<file path="config.mk">
export PLATFORM = sky130hd
export DESIGN_NAME = switch_timeout_error_reporting
export DESIGN_NICKNAME = d
export VERILOG_FILES = /design/src/hw/sw_timeout_pkg.sv /design/src/hw/switch_timeout_error_reporting.sv
export SDC_FILE = /design/constraint.sdc
export NUM_CORES = 1
export LEC_CHECK = 0
export BUFFER_PORTS_ARGS = -buffer_cell sky130_fd_sc_hd__buf_2
export CAP_MARGIN = 20
export CELL_PAD_IN_SITES_DETAIL_PLACEMENT = 1
export CELL_PAD_IN_SITES_GLOBAL_PLACEMENT = 1
export CORE_MARGIN = 8
export CORE_UTILIZATION = 26
export CTS_CLUSTER_SIZE = 25
export DETAILED_ROUTE_END_ITERATION = 7
export PLACE_DENSITY_LB_ADDON = 0.1
export SETUP_SLACK_MARGIN = 0.2
export SKIP_CTS_REPAIR_TIMING = 1
export SYNTH_ARGS = -nofsm -noshare
export SYNTH_HDL_FRONTEND = slang
export SYNTH_SLANG_ARGS = --single-unit
</file>
<file path="constraint.sdc">
create_clock -name clk -period 1.5 [get_ports clk]
set_clock_uncertainty 0.05 [all_clocks]
set_input_delay 0.15 -clock clk [delete_from_list [all_inputs] [get_ports clk]]
set_output_delay 0.15 -clock clk [all_outputs]
set_load 0.03 [all_outputs]
</file>
<file path="src/hw/sw_timeout_pkg.sv">
// constants for the switch time-out error reporting register bank
// What this block does
// - posted queue discard sets status bit 0
// - non-posted queue discard sets status bit 1
// - completion queue discard sets status bit 2
// - insertion queue discard sets status bit 3
// - severity 0 none, 1 cor, 2 nonfatal, 3 fatal
// - message only on flag zero-to-one edge
// - posted severity bits 1:0, resets to 2
// - non-posted severity bits 3:2, resets to 0
// - completion severity bits 5:4, resets to 0
// - insertion severity bits 7:6, resets to 2
// - posted counter bits 7:0 counts discards
// - non-posted counter bits 15:8 counts discards
// - completion counter bits 23:16 counts discards
// - insertion counter bits 31:24 counts discards
// - counters saturate at all ones
// - counter read returns value then clears
// - enabled port discards expired queued packets
`default_nettype none
package sw_timeout_pkg;

    localparam int unsigned NUM_QUEUES = 4;
    localparam int unsigned CNT_W      = 8;
    localparam int unsigned SEV_W      = 2;

    localparam logic [11:0] OFF_CONTROL  = 12'h0750;
    localparam logic [11:0] OFF_STATUS   = 12'h0754;
    localparam logic [11:0] OFF_SEVERITY = 12'h0758;
    localparam logic [11:0] OFF_COUNTERS = 12'h075C;
    localparam logic [11:0] OFF_IRQ_STAT = 12'h0770;
    localparam logic [11:0] OFF_IRQ_MASK = 12'h0774;

    // queue index doubles as status bit position
    localparam int unsigned Q_POSTED     = 0;
    localparam int unsigned Q_NONPOSTED  = 1;
    localparam int unsigned Q_COMPLETION = 2;
    localparam int unsigned Q_INSERTION  = 3;

    localparam logic        RST_ENABLE   = 1'h1;
    localparam logic [3:0]  RST_STATUS   = 4'h0;
    localparam logic [7:0]  RST_SEVERITY = 8'h82;
    localparam logic [31:0] RST_COUNTERS = 32'h0000_0000;
    localparam logic [3:0]  RST_IRQ_MASK = 4'h0;

    typedef enum logic [1:0] {
        SEV_NONE     = 2'b00,
        SEV_COR      = 2'b01,
        SEV_NONFATAL = 2'b10,
        SEV_FATAL    = 2'b11
    } severity_t;

endpackage : sw_timeout_pkg

`default_nettype wire

</file>
<file path="src/hw/switch_timeout_error_reporting.sv">
// time-out discard status, severity reporting and counters behind apb
//
// The implementer's own choice: register access over APB.
`timescale 1ns/1ps
`default_nettype none

module switch_timeout_error_reporting #(
    parameter int unsigned ADDR_W = 12
) (
    input  wire logic              clk,
    input  wire logic              rstn,
    input  wire logic              porRstn,
    input  wire logic              psel,
    input  wire logic              penable,
    input  wire logic              pwrite,
    input  wire logic [ADDR_W-1:0] paddr,
    input  wire logic [31:0]       pwdata,
    output logic [31:0]            prdata,
    output logic                   pready,
    output logic                   pslverr,
    input  wire logic [3:0]        queueExpired,
    output logic [3:0]             queueDiscard,
    output logic                   errCorMsg,
    output logic                   errNonfatalMsg,
    output logic                   errFatalMsg,
    output logic                   irq
);

    if (ADDR_W < 12)
    begin : g_check
        $error("ADDR_W must be at least 12");
    end

    typedef struct packed {
        logic        enable;
        logic [3:0]  status;
        logic [7:0]  severity;
        logic [31:0] counters;
        logic [3:0]  irqStat;
        logic [3:0]  irqMask;
        logic [3:0]  discard;
        logic        errCor;
        logic        errNonfatal;
        logic        errFatal;
        logic        irq;
        logic [31:0] rdata;
        logic        ready;
        logic        slverr;
        logic        ack;
    } state_t;

    state_t st;
    state_t next_st;

    logic [11:0] addr;
    assign addr = paddr[11:0];

    always_comb
    begin
        logic        access;
        logic        capture;
        logic        commit;
        logic        hit;
        logic        readCnt;
        logic        readIrq;
        logic [3:0]  events;
        logic [3:0]  w1c;
        logic [3:0]  rise;
        logic [7:0]  base;
        logic [1:0]  sev;
        logic [31:0] rmux;
        next_st = st;
        access  = psel & penable;
        capture = access & ~st.ack;
        commit  = access & st.ack & pwrite;
        hit     = 1'b0;
        rmux    = 32'h0000_0000;
        rise    = 4'h0;
        base    = 8'h00;
        sev     = 2'b00;
        case (addr)
            sw_timeout_pkg::OFF_CONTROL:
            begin
                hit  = 1'b1;
                rmux = {31'h0000_0000, st.enable};
            end
            sw_timeout_pkg::OFF_STATUS:
            begin
                hit  = 1'b1;
                rmux = {28'h000_0000, st.status};
            end
            sw_timeout_pkg::OFF_SEVERITY:
            begin
                hit  = 1'b1;
                rmux = {24'h00_0000, st.severity};
            end
            sw_timeout_pkg::OFF_COUNTERS:
            begin
                hit  = 1'b1;
                rmux = st.counters;
            end
            sw_timeout_pkg::OFF_IRQ_STAT:
            begin
                hit  = 1'b1;
                rmux = {28'h000_0000, st.irqStat};
            end
            sw_timeout_pkg::OFF_IRQ_MASK:
            begin
                hit  = 1'b1;
                rmux = {28'h000_0000, st.irqMask};
            end
            default:
            begin
                hit  = 1'b0;
                rmux = 32'h0000_0000;
            end
        endcase
        // upper address bits must be zero; avoids a zero-width replication at 12 bits
        if ((paddr >> 12) != '0)
        begin
            hit = 1'b0;
        end

        // one wait state: outputs are registered, so data is ready a cycle late
        next_st.ready  = 1'b0;
        next_st.slverr = 1'b0;
        if (capture)
        begin
            next_st.ack    = 1'b1;
            next_st.ready  = 1'b1;
            next_st.slverr = ~hit;
            if (!pwrite)
            begin
                next_st.rdata = hit ? rmux : 32'h0000_0000;
            end
        end
        else
        begin
            next_st.ack = 1'b0;
        end
        // read-clear at the capture edge so no discard slips between sample and clear
        readCnt = capture & ~pwrite & hit & (addr == sw_timeout_pkg::OFF_COUNTERS);
        readIrq = capture & ~pwrite & hit & (addr == sw_timeout_pkg::OFF_IRQ_STAT);

        next_st.discard = queueExpired & {4{st.enable}};
        events = st.discard;

        w1c = 4'h0;
        if (commit && hit)
        begin
            case (addr)
                sw_timeout_pkg::OFF_CONTROL:
                begin
                    next_st.enable = pwdata[0];
                end
                sw_timeout_pkg::OFF_STATUS:
                begin
                    w1c = pwdata[3:0];
                end
                sw_timeout_pkg::OFF_SEVERITY:
                begin
                    next_st.severity = pwdata[7:0];
                end
                sw_timeout_pkg::OFF_IRQ_MASK:
                begin
                    next_st.irqMask = pwdata[3:0];
                end
                default:
                begin
                    w1c = 4'h0;
                end
            endcase
        end
        // set wins over a same-cycle clear
        next_st.status = (st.status & ~w1c) | events;

        for (int i = 0; i < 4; i++)
        begin
            base = readCnt ? 8'h00 : st.counters[i*8 +: 8];
            if (events[i] && base != 8'hFF)
            begin
                base = base + 8'h01;
            end
            next_st.counters[i*8 +: 8] = base;
        end

        next_st.irqStat = (readIrq ? 4'h0 : st.irqStat) | events;

        rise = next_st.status & ~st.status;
        next_st.errCor      = 1'b0;
        next_st.errNonfatal = 1'b0;
        next_st.errFatal    = 1'b0;
        for (int i = 0; i < 4; i++)
        begin
            sev = st.severity[i*2 +: 2];
            if (rise[i])
            begin
                case (sev)
                    sw_timeout_pkg::SEV_COR:      next_st.errCor      = 1'b1;
                    sw_timeout_pkg::SEV_NONFATAL: next_st.errNonfatal = 1'b1;
                    sw_timeout_pkg::SEV_FATAL:    next_st.errFatal    = 1'b1;
                    default:                      next_st.errCor      = next_st.errCor;
                endcase
            end
        end

        next_st.irq = |(next_st.irqStat & next_st.irqMask);

        // port reset spares the sticky severity, counters and enable
        if (!porRstn)
        begin
            next_st = '0;
            next_st.enable   = sw_timeout_pkg::RST_ENABLE;
            next_st.severity = sw_timeout_pkg::RST_SEVERITY;
            next_st.counters = sw_timeout_pkg::RST_COUNTERS;
            next_st.status   = sw_timeout_pkg::RST_STATUS;
            next_st.irqMask  = sw_timeout_pkg::RST_IRQ_MASK;
        end
        else if (!rstn)
        begin
            next_st.status      = sw_timeout_pkg::RST_STATUS;
            next_st.irqStat     = 4'h0;
            next_st.irqMask     = sw_timeout_pkg::RST_IRQ_MASK;
            next_st.discard     = 4'h0;
            next_st.errCor      = 1'b0;
            next_st.errNonfatal = 1'b0;
            next_st.errFatal    = 1'b0;
            next_st.irq         = 1'b0;
            next_st.rdata       = 32'h0000_0000;
            next_st.ready       = 1'b0;
            next_st.slverr      = 1'b0;
            next_st.ack         = 1'b0;
        end
    end

    always_ff @(posedge clk)
    begin
        st <= next_st;
    end

    assign prdata         = st.rdata;
    assign pready         = st.ready;
    assign pslverr        = st.slverr;
    assign queueDiscard   = st.discard;
    assign errCorMsg      = st.errCor;
    assign errNonfatalMsg = st.errNonfatal;
    assign errFatalMsg    = st.errFatal;
    assign irq            = st.irq;

endmodule : switch_timeout_error_reporting

`default_nettype wire

</file>
==> results of run 1 <==
Yosys cell counts (all sizes together) (5+ instances only):
cell type / n / area (µm²)
a211oi: 6 / 45.0
a21oi: 53 / 269
a22o: 8 / 70.1
a31oi: 13 / 81.3
and3: 12 / 75.1
and4: 5 / 45.0
buf: 41 / 298
clkbuf: 14 / 76.3
dfxtp: 95 / 1900
inv: 10 / 37.5
mux2i: 8 / 80.1
nand2: 92 / 345
nand3: 25 / 125
nand4: 8 / 65.1
nor2: 36 / 143
nor2b: 5 / 31.3
nor3: 9 / 56.3
o211ai: 5 / 37.5
o21ai: 9 / 52.6
layer usage:
metal | global-route usage | vias to the layer above | wire, µm
li1 | - | 2007 | -
met1 | 0.160 | 1955 | 6530
met2 | 0.227 | 57 | 7080
met3 | 0.0292 | 15 | 486
met4 | 0.0563 | 0 | 272
met5 | 0 | - | 0
logic make-up (layout without fill, tap and decap cells):
logic type / after synthesis / count (layout)
AND/OR/NAND/NOR: 215 / 215
XOR/XNOR: 7 / 7
multiplexers: 9 / 9
buffers and inverters: 66 / 196
flip-flops: 95 / 95
AO/OA/AOI/OAI: 115 / 115
flip-flops by register name, indices dropped and copies added (netlist names):
register	cells
st	53
prdata	32
queueDiscard	4
errCorMsg	1
errFatalMsg	1
errNonfatalMsg	1
irq	1
pready	1
pslverr	1
worst register-to-register path: stages (launching register included):
cell	delay, ps
dfxtp_1	380
nand3_1	140
buf_4	160
nor2_1	130
nand3_1	110
or3_2	450
a21oi_1	130
power by group through the flow:
| stage | registers [mW] | clock network [mW] | logic [mW] |
|---|---|---|---|
| after floorplan | 2.62 | 0 | 0.172 |
| after global placement | 2.61 | 0 | 0.369 |
| after detailed placement | 2.61 | 0 | 0.376 |
| after CTS | 2.55 | 2.66 | 0.377 |
| after global routing | 2.56 | 2.76 | 0.481 |
| final | 2.56 | 2.57 | 0.447 |
layout make-up:
class / count / area share
multi-input cells: 346 / 0.391
clock buffers: 10 / 0.0396
clock inverters: 5 / 0.0125
flip-flops and latches: 95 / 0.304
inverters: 11 / 0.00654
well taps: 220 / 0.0436
repair buffers: 170 / 0.203
path summary, 6_finish.rpt:
path                      to  cells after the start  slack, ps             from
max                   st[56]                      6       -110           st[51]
min          queueDiscard[0]                      2          2  queueExpired[0]
max reg2reg           st[56]                      6       -110           st[51]
min reg2reg       prdata[22]                      2        400       prdata[22]
per-stage QoR:
step	setup TNS (ps)	cells	hold slack, ps	power, mW	setup slack (ps)
2_1_floorplan	-348	507	223	2.79	-58.2
3_3_place_gp	-4700	826	337	2.98	-144
3_5_place_dp	-6570	826	339	2.99	-210
4_1_cts	-7230	841	-38.7	5.59	-227
5_1_grt	-6440	857	2.40	5.80	-192
6_report	-1420	857	1.99	5.57	-106
==> reports/metrics.cfg, run 1 <==
[route]
viasPerCell=4.71
first_pass_iters=4
ant_nets=0
wire_per_inst_um=16.8
routed_wl_mm=14.4
drt_iter0_drc=153
drc=0
vias=4034

[yosys]
ys_ff_latch=95
synth_xor_area_frac=0.0142
ys_seq_area_frac=0.440
syn_avg_cell_area_um2=8.53
synth_top_family_by_area=simple AND/OR/NAND/NOR gates
synth_area_mm2=0.00433
ys.flop_type=dfxtp_1
muxShareOfSynthArea=0.0211
syn-num-nets=561
synth-simple-area-share=0.260
synth_enable_flop_cells=0
async_flop_share=0
synth.distinct_cells=61
synthCells=507
synth_fa_ha_area_frac=0
synth_compound_area_frac=0.169
yosysWarnings=0

[place]
portBuffers=71
place.detailed.hpwl_mm=11.1
place.gp.congestion=0.768
place_area_mm2=0.00538

[pwr]
ir_worst_vdd_uv=542
p_sw_mw=1.28
p_comb_frac=0.080
power_density_mw_per_mm2=883
internal-power_mw=4.29
p_sw_frac=0.229
pwr-share-clk=0.461
pwr-share-seq=0.459
p_leak_nw=2.39

[sta]
setup_viol=47
relSlewSlack=0.678
hold_viol_final=0
tightest_slew_ps=482
worst_slack_ps=-106
period_minus_slack_ps=1610
rsz0062_at_grt=true
slew_violations=0
max_freq_mhz=623
fin_crit_sh=1.07

[worst_setup_path]
critical_path_arrival_ps=1840
crit_path_cell_trace=nand3_1, buf_4, nor2_1, nand3_1, or3_2, a21oi_1
start_kind=flip-flop
cp_common_cell=nand3_1
slowest_stage=or3_2
crit_type=reg2reg
path_delay_family=simple AND/OR/NAND/NOR gates
max_stage_delay_ps=450
worstSetupEndpointType=flip-flop
worstPathRequired_ps=1730
cp_max_fo=3
path_buf_inv=1

[clocking]
clk_pin_slew_ps=70
cts_made_buffers=9
cts-root-buf=clkbuf_16
cts.sinks=95
clk-insertion-delay-late_ps=350
clock_path_buffers=2
htreeDepth=3
cts_tree=done

[cells_and_area]
fill_cells=1893
nNetsFinal=687
diodes=0
syn2layout_area_growth_pct=45.9
post-route-util=0.385
drive_above_1_share=0.440
final_common_cell=dfxtp_1
final_cell_mix=90 x dfxtp_1, 87 x nand2_1, 73 x buf_4
design_area_mm2=0.00631
seq_area_mm2=0.00192
multi_input_area_mm2=0.00247

[job]
cap_violations=0

[global_route]
grt_pass1_wl_mm=22.3
grt_max_degree=29
antenna_found_initial=0
grtUsageTotal=0.134
gr-total-overflow=0
grt_pass1_vias=4235

[floorplan]
fp-row-count=47
num_io_pins=96
initial_core_util=0.264
die_h_um=145
die_x_um=145
die_area_mm2=0.0210
core_area_mm2=0.0164

[worst_hold_path]
hp-class=in2reg

[status]
violations=setup timing
status=finished with violations

Note: power is estimated with default switching activity, not from simulation.
==> inputs of run 2 (changes only) <==
--- a/config.mk
+++ b/config.mk
@@ -10,7 +10,7 @@
 export CELL_PAD_IN_SITES_DETAIL_PLACEMENT = 1
 export CELL_PAD_IN_SITES_GLOBAL_PLACEMENT = 1
 export CORE_MARGIN = 8
-export CORE_UTILIZATION = 26
+export CORE_UTILIZATION = 36
 export CTS_CLUSTER_SIZE = 25
 export DETAILED_ROUTE_END_ITERATION = 7
 export PLACE_DENSITY_LB_ADDON = 0.1
==> run 2 against run 1 <==
Net effect:
- the flow finishes with violations (hold timing, setup timing)
- worst hold slack lost 5.8 ps
- global-route usage rose by 3.5 points
- critical path depth shrank 1
- cell area shrank 5.0%
- clock-buffer cell count rose by 1
- critical path type unchanged
- largest power group is now registers
==> reports/metrics.cfg, run 2 (synthesis gave the netlist of run 1 again) <==
[clocking]
htreeDepth=3  ; unchanged
cts_made_buffers=9  ; unchanged
cts.sinks=95  ; unchanged
cts-root-buf=clkbuf_16  ; unchanged
cts_tree=done  ; unchanged
clock_path_buffers=2  ; unchanged
clk_pin_slew_ps=60  ; was 70 ps
clk-insertion-delay-late_ps=350  ; about the same

[sta]
holdWs_ps=-3.84  ; was 1.99 ps
setup_viol=44  ; was 47
period_minus_slack_ps=1620  ; was 1610 ps
fin_tns_setup_ps=-2060  ; was -1420 ps
worst_slack_ps=-116  ; was -106 ps
max_freq_mhz=619  ; was 623 MHz
slew_violations=0  ; unchanged
relSlewSlack=0.606  ; was 0.678
fin_crit_sh=1.08  ; was 1.07
tightest_slew_ps=590  ; was 482 ps
rsz0062_at_grt=true  ; unchanged
hold_viol_final=1  ; was 0

[status]
status=finished with violations  ; unchanged
violations=hold timing, setup timing  ; was setup timing

[global_route]
gr-total-overflow=0  ; unchanged
grt_max_degree=42  ; was 29
grt_pass1_vias=4239  ; was 4235
grtUsageTotal=0.169  ; was 0.134
antenna_found_initial=0  ; unchanged
grt_pass1_wl_mm=21.2  ; was 22.3 mm

[cells_and_area]
syn2layout_area_growth_pct=38.6  ; was 45.9%
multi_input_area_mm2=0.00243  ; was 0.00247 mm²
drive_above_1_share=0.426  ; was 0.440
final_common_cell=dfxtp_1  ; unchanged
largest_reg_flops=53  ; unchanged
diodes=0  ; unchanged
nNetsFinal=673  ; was 687
top_register=st  ; unchanged
fill_cells=1409  ; was 1893
seq_area_mm2=0.00192  ; about the same
final_cell_mix=88 x dfxtp_1, 82 x nand2_1, 68 x buf_2  ; was 90 x dfxtp_1, 87 x nand2_1, 73 x buf_4
post-route-util=0.506  ; was 0.385

[route]
ant_nets=0  ; unchanged
wire_per_inst_um=17.6  ; was 16.8 µm
first_pass_iters=4  ; unchanged
vias=4044  ; was 4034
drt_iter0_drc=191  ; was 153
viasPerCell=5.25  ; was 4.71
drc=0  ; unchanged
routed_wl_mm=13.6  ; was 14.4 mm

[floorplan]
die_x_um=126  ; was 145 µm
die_area_mm2=0.0158  ; was 0.0210 mm²
initial_core_util=0.365  ; was 0.264
num_io_pins=96  ; unchanged
fp-row-count=40  ; was 47
core_area_mm2=0.0119  ; was 0.0164 mm²
die_h_um=126  ; was 145 µm

[place]
place.detailed.hpwl_mm=10.0  ; was 11.1 mm
portBuffers=71  ; unchanged
pre_cts_ws_ps=-187  ; was -210 ps
place.gp.congestion=0.824  ; was 0.768

[worst_setup_path]
crit_type=reg2reg  ; unchanged
worstPathRequired_ps=1730  ; about the same
worstSetupEndpointType=flip-flop  ; unchanged
start_kind=flip-flop  ; unchanged
critical_path_arrival_ps=1850  ; was 1840 ps
critPathLaunch=pready  ; was st[51]
cp_max_fo=5  ; was 3
regToRegStartpoint=pready  ; was st[51]

[worst_hold_path]
holdCritStartpoint=queueExpired[2]  ; was queueExpired[0]
hp-class=in2reg  ; unchanged

[job]
cap_violations=0  ; unchanged

[pwr]
internal-power_mw=4.01  ; was 4.29 mW
p_comb_frac=0.078  ; was 0.080
pwr-share-seq=0.487  ; was 0.459
p_sw_mw=1.24  ; was 1.28 mW
ir_worst_vdd_uv=598  ; was 542 µV
p_leak_nw=2.38  ; was 2.39 nW
p_sw_frac=0.236  ; was 0.229
power_density_mw_per_mm2=876  ; was 883 mW/mm²
pwr-share-clk=0.435  ; was 0.461

## run 2: cell count changes in the layout (fill, tap and decap cells not counted), sizes merged
cell         change
buf             -10
bufinv           -1
clkinvlp         +1
dlygate4sd3      -3
## run 2: final timing paths
check / end / slack, ps / cells past startpoint
hold reg to reg: pready / 400 / 1
hold / removal: queueDiscard[2] / -4 / 2
setup reg to reg: st[52] / -120 / 5
setup / recovery: st[52] / -120 / 5
## run 2: layout make-up
cell class	count	area share
Multi-Input combinational cell	346	0.406
Inverter	11	0.00688
Tap cell	147	0.0307
Clock buffer	11	0.0388
Timing Repair Buffer	156	0.189
Sequential cell	95	0.319
Clock inverter	5	0.00939
## run 2: through the flow
step                      area [µm²]  total power [mW]  std cells  hold slack (ps)
final                           6000              5.25        771            -3.84
after global routing            6000              5.44        771            -1.11
after CTS                       5470              5.28        755            -23.3
after detailed placement        5180              2.97        739              345
after global placement          5180              2.96        739              338
after floorplan                 4500              2.79        507              223
## run 2: metal layers
metal	vias up	part of all wire	track usage
met5	-	0	0
met4	0	0.029	0.0910
met3	22	0.039	0.0414
met2	69	0.50	0.292
met1	1965	0.43	0.187
li1	1988	-	-
## run 2: critical path: stages (launching register included)
cell	delay, ps
dfxtp_4	350
nand4bb_4	210
nor3_4	250
a21boi_4	120
or4_4	430
a21oi_2	140
## run 2: power groups by stage
stage	Clock [mW]	Combinational, mW	Sequential, mW
3_3_place_gp	0	0.351	2.61
5_1_grt	2.44	0.442	2.56
6_report	2.28	0.412	2.56
2_1_floorplan	0	0.172	2.62
3_5_place_dp	0	0.362	2.61
4_1_cts	2.36	0.363	2.55
==> inputs of run 3 (changes only) <==
--- a/config.mk
+++ b/config.mk
@@ -6,14 +6,14 @@
 export NUM_CORES = 1
 export LEC_CHECK = 0
 export BUFFER_PORTS_ARGS = -buffer_cell sky130_fd_sc_hd__buf_2
-export CAP_MARGIN = 20
+export CAP_MARGIN = 40
 export CELL_PAD_IN_SITES_DETAIL_PLACEMENT = 1
 export CELL_PAD_IN_SITES_GLOBAL_PLACEMENT = 1
 export CORE_MARGIN = 8
 export CORE_UTILIZATION = 36
 export CTS_CLUSTER_SIZE = 25
 export DETAILED_ROUTE_END_ITERATION = 7
-export PLACE_DENSITY_LB_ADDON = 0.1
+export PLACE_DENSITY = 0.85
 export SETUP_SLACK_MARGIN = 0.2
 export SKIP_CTS_REPAIR_TIMING = 1
 export SYNTH_ARGS = -nofsm -noshare
==> run 3 against run 2 <==
Net effect:
- wire length grew 14%
- non-clock buffer count shrank 5
- the run ends with setup timing left
- die area is the same
- combinational power is essentially flat
- worst setup slack lost 130 ps
- highest routed layer unchanged
- clock-buffer cell count shrank 2
- critical endpoint unchanged
- clock power shrank 2%
- flip-flop and latch count is the same
==> reports/metrics.cfg, run 3 (synthesis gave the netlist of run 1 again) <==
[status]
status=finished with violations  ; unchanged
violations=setup timing  ; was hold timing, setup timing

[clocking]
cts-root-buf=clkbuf_16  ; unchanged
htreeDepth=3  ; unchanged
clk-insertion-delay-late_ps=360  ; was 350 ps
clk_pin_slew_ps=70  ; was 60 ps
clock_path_buffers=2  ; unchanged
cts.sinks=95  ; unchanged
cts_made_buffers=9  ; unchanged
cts_tree=done  ; unchanged

[cells_and_area]
diodes=0  ; unchanged
largest_reg_flops=53  ; unchanged
drive_above_1_share=0.456  ; was 0.426
nNetsFinal=668  ; was 673
design_area_mm2=0.00607  ; was 0.00600 mm²
syn2layout_area_growth_pct=40.3  ; was 38.6%
top_register=st  ; unchanged
final_common_cell=dfxtp_1  ; unchanged
final_cell_mix=85 x dfxtp_1, 74 x nand2_1, 66 x buf_2  ; was 88 x dfxtp_1, 82 x nand2_1, 68 x buf_2
fill_cells=1362  ; was 1409

[floorplan]
core_area_mm2=0.0119  ; unchanged
initial_core_util=0.365  ; unchanged
die_h_um=126  ; unchanged
die_area_mm2=0.0158  ; unchanged
fp-row-count=40  ; unchanged
die_x_um=126  ; unchanged
num_io_pins=96  ; unchanged

[route]
wire_per_inst_um=20.3  ; was 17.6 µm
routed_wl_mm=15.6  ; was 13.6 mm
drt_iter0_drc=192  ; was 191
drc=0  ; unchanged
first_pass_iters=4  ; unchanged
viasPerCell=5.46  ; was 5.25
vias=4184  ; was 4044
ant_nets=0  ; unchanged

[place]
place.detailed.hpwl_mm=10.4  ; was 10.0 mm
place.gp.congestion=0.838  ; was 0.824
portBuffers=71  ; unchanged
place_area_mm2=0.00514  ; was 0.00518 mm²

[sta]
tightest_slew_ps=450  ; was 590 ps
fin_crit_sh=1.16  ; was 1.08
relSlewSlack=0.699  ; was 0.606
rsz0062_at_grt=true  ; unchanged
hold_viol_final=0  ; was 1
setup_viol=54  ; was 44
max_freq_mhz=572  ; was 619 MHz
period_minus_slack_ps=1750  ; was 1620 ps
slew_violations=0  ; unchanged
worst_slack_ps=-247  ; was -116 ps

[worst_setup_path]
rr_worst_depth=6  ; was 5
ff2ff_setup_slack_ps=-250  ; was -120 ps
crit_type=reg2reg  ; unchanged
critical_path_arrival_ps=1920  ; was 1850 ps
regToRegStartpoint=pready  ; unchanged
start_kind=flip-flop  ; unchanged
rr_endpoint=st[52]  ; unchanged
worstSetupEndpointType=flip-flop  ; unchanged
worstPathRequired_ps=1680  ; was 1730 ps
cp_max_fo=6  ; was 5

[worst_hold_path]
holdPathStages=2  ; unchanged
hp-class=in2reg  ; unchanged
min_to=queueDiscard[3]  ; was queueDiscard[2]
holdCritStartpoint=queueExpired[3]  ; was queueExpired[2]

[global_route]
grt_pass1_vias=4390  ; was 4239
grtUsageTotal=0.171  ; was 0.169
gr-total-overflow=0  ; unchanged
antenna_found_initial=0  ; unchanged
grt_max_degree=29  ; was 42
grt_pass1_wl_mm=21.7  ; was 21.2 mm

[pwr]
p_leak_nw=2.42  ; was 2.38 nW
power_density_mw_per_mm2=858  ; was 876 mW/mm²
total_power_mw=5.21  ; was 5.25 mW
ir_worst_vdd_uv=572  ; was 598 µV

[job]
cap_violations=0  ; unchanged

==> run 3: cell count changes in the layout (fill, tap and decap cells not counted), sizes merged <==
cell,delta
clkinv,-1
inv,+1
bufinv,-1
dlygate4sd3,+1
buf,-5
clkbuf,-3
clkinvlp,+3
==> run 3: worst max-delay path by stage <==
stage | start | endpoint | cells past startpoint
final | pready | st[52] | 6
after global routing | pready | st[52] | 6
after CTS | pready | irq | 5
after detailed placement | paddr[1] | irq | 7
after global placement | paddr[1] | irq | 7
after floorplan | pready | st[55] | 5
==> run 3: layout make-up <==
cell class,count,area (µm²),share of cell area
Inverter,11,41.3,0.00680
Tap cell,147,184,0.0303
Clock inverter,7,57.6,0.00948
Clock buffer,9,225,0.0371
Multi-Input combinational cell,346,2510,0.414
Sequential cell,95,1920,0.316
Timing Repair Buffer,151,1130,0.186
==> run 3: power by group <==
group          switching [mW]  internal (mW)
clock network            1.09           1.15
logic                   0.239          0.174
registers              0.0217           2.54
==> run 3: layer usage <==
layer,GRT usage,part of all wire,up-vias
met5,0,0,-
met4,0.0795,0.035,0
met3,0.0371,0.044,34
met2,0.316,0.53,110
met1,0.183,0.39,2069
li1,-,-,1971
==> run 3: critical path: stages (launching register included) <==
cell and delay, ps:
dfxtp_4 360, nand4bb_4 210, nor3_4 240, a21boi_4 120, buf_4 160, o31ai_1 370
a21oi_2 120
==> run 3: metrics by stage <==
| stage | worst slack, ps | instances | TNS [ps] | utilization | hold slack (ps) |
|---|---|---|---|---|---|
| 2_1_floorplan | -58.2 | 507 | -348 | - | 223 |
| 3_3_place_gp | -102 | 733 | -1860 | 0.433 | 334 |
| 3_5_place_dp | -272 | 733 | -5450 | 0.433 | 337 |
| 4_1_cts | -211 | 749 | -3040 | 0.457 | -30.0 |
| 5_1_grt | -311 | 766 | -7400 | 0.512 | 4.98 |
| 6_report | -247 | 766 | -3300 | 0.512 | 1.01 |
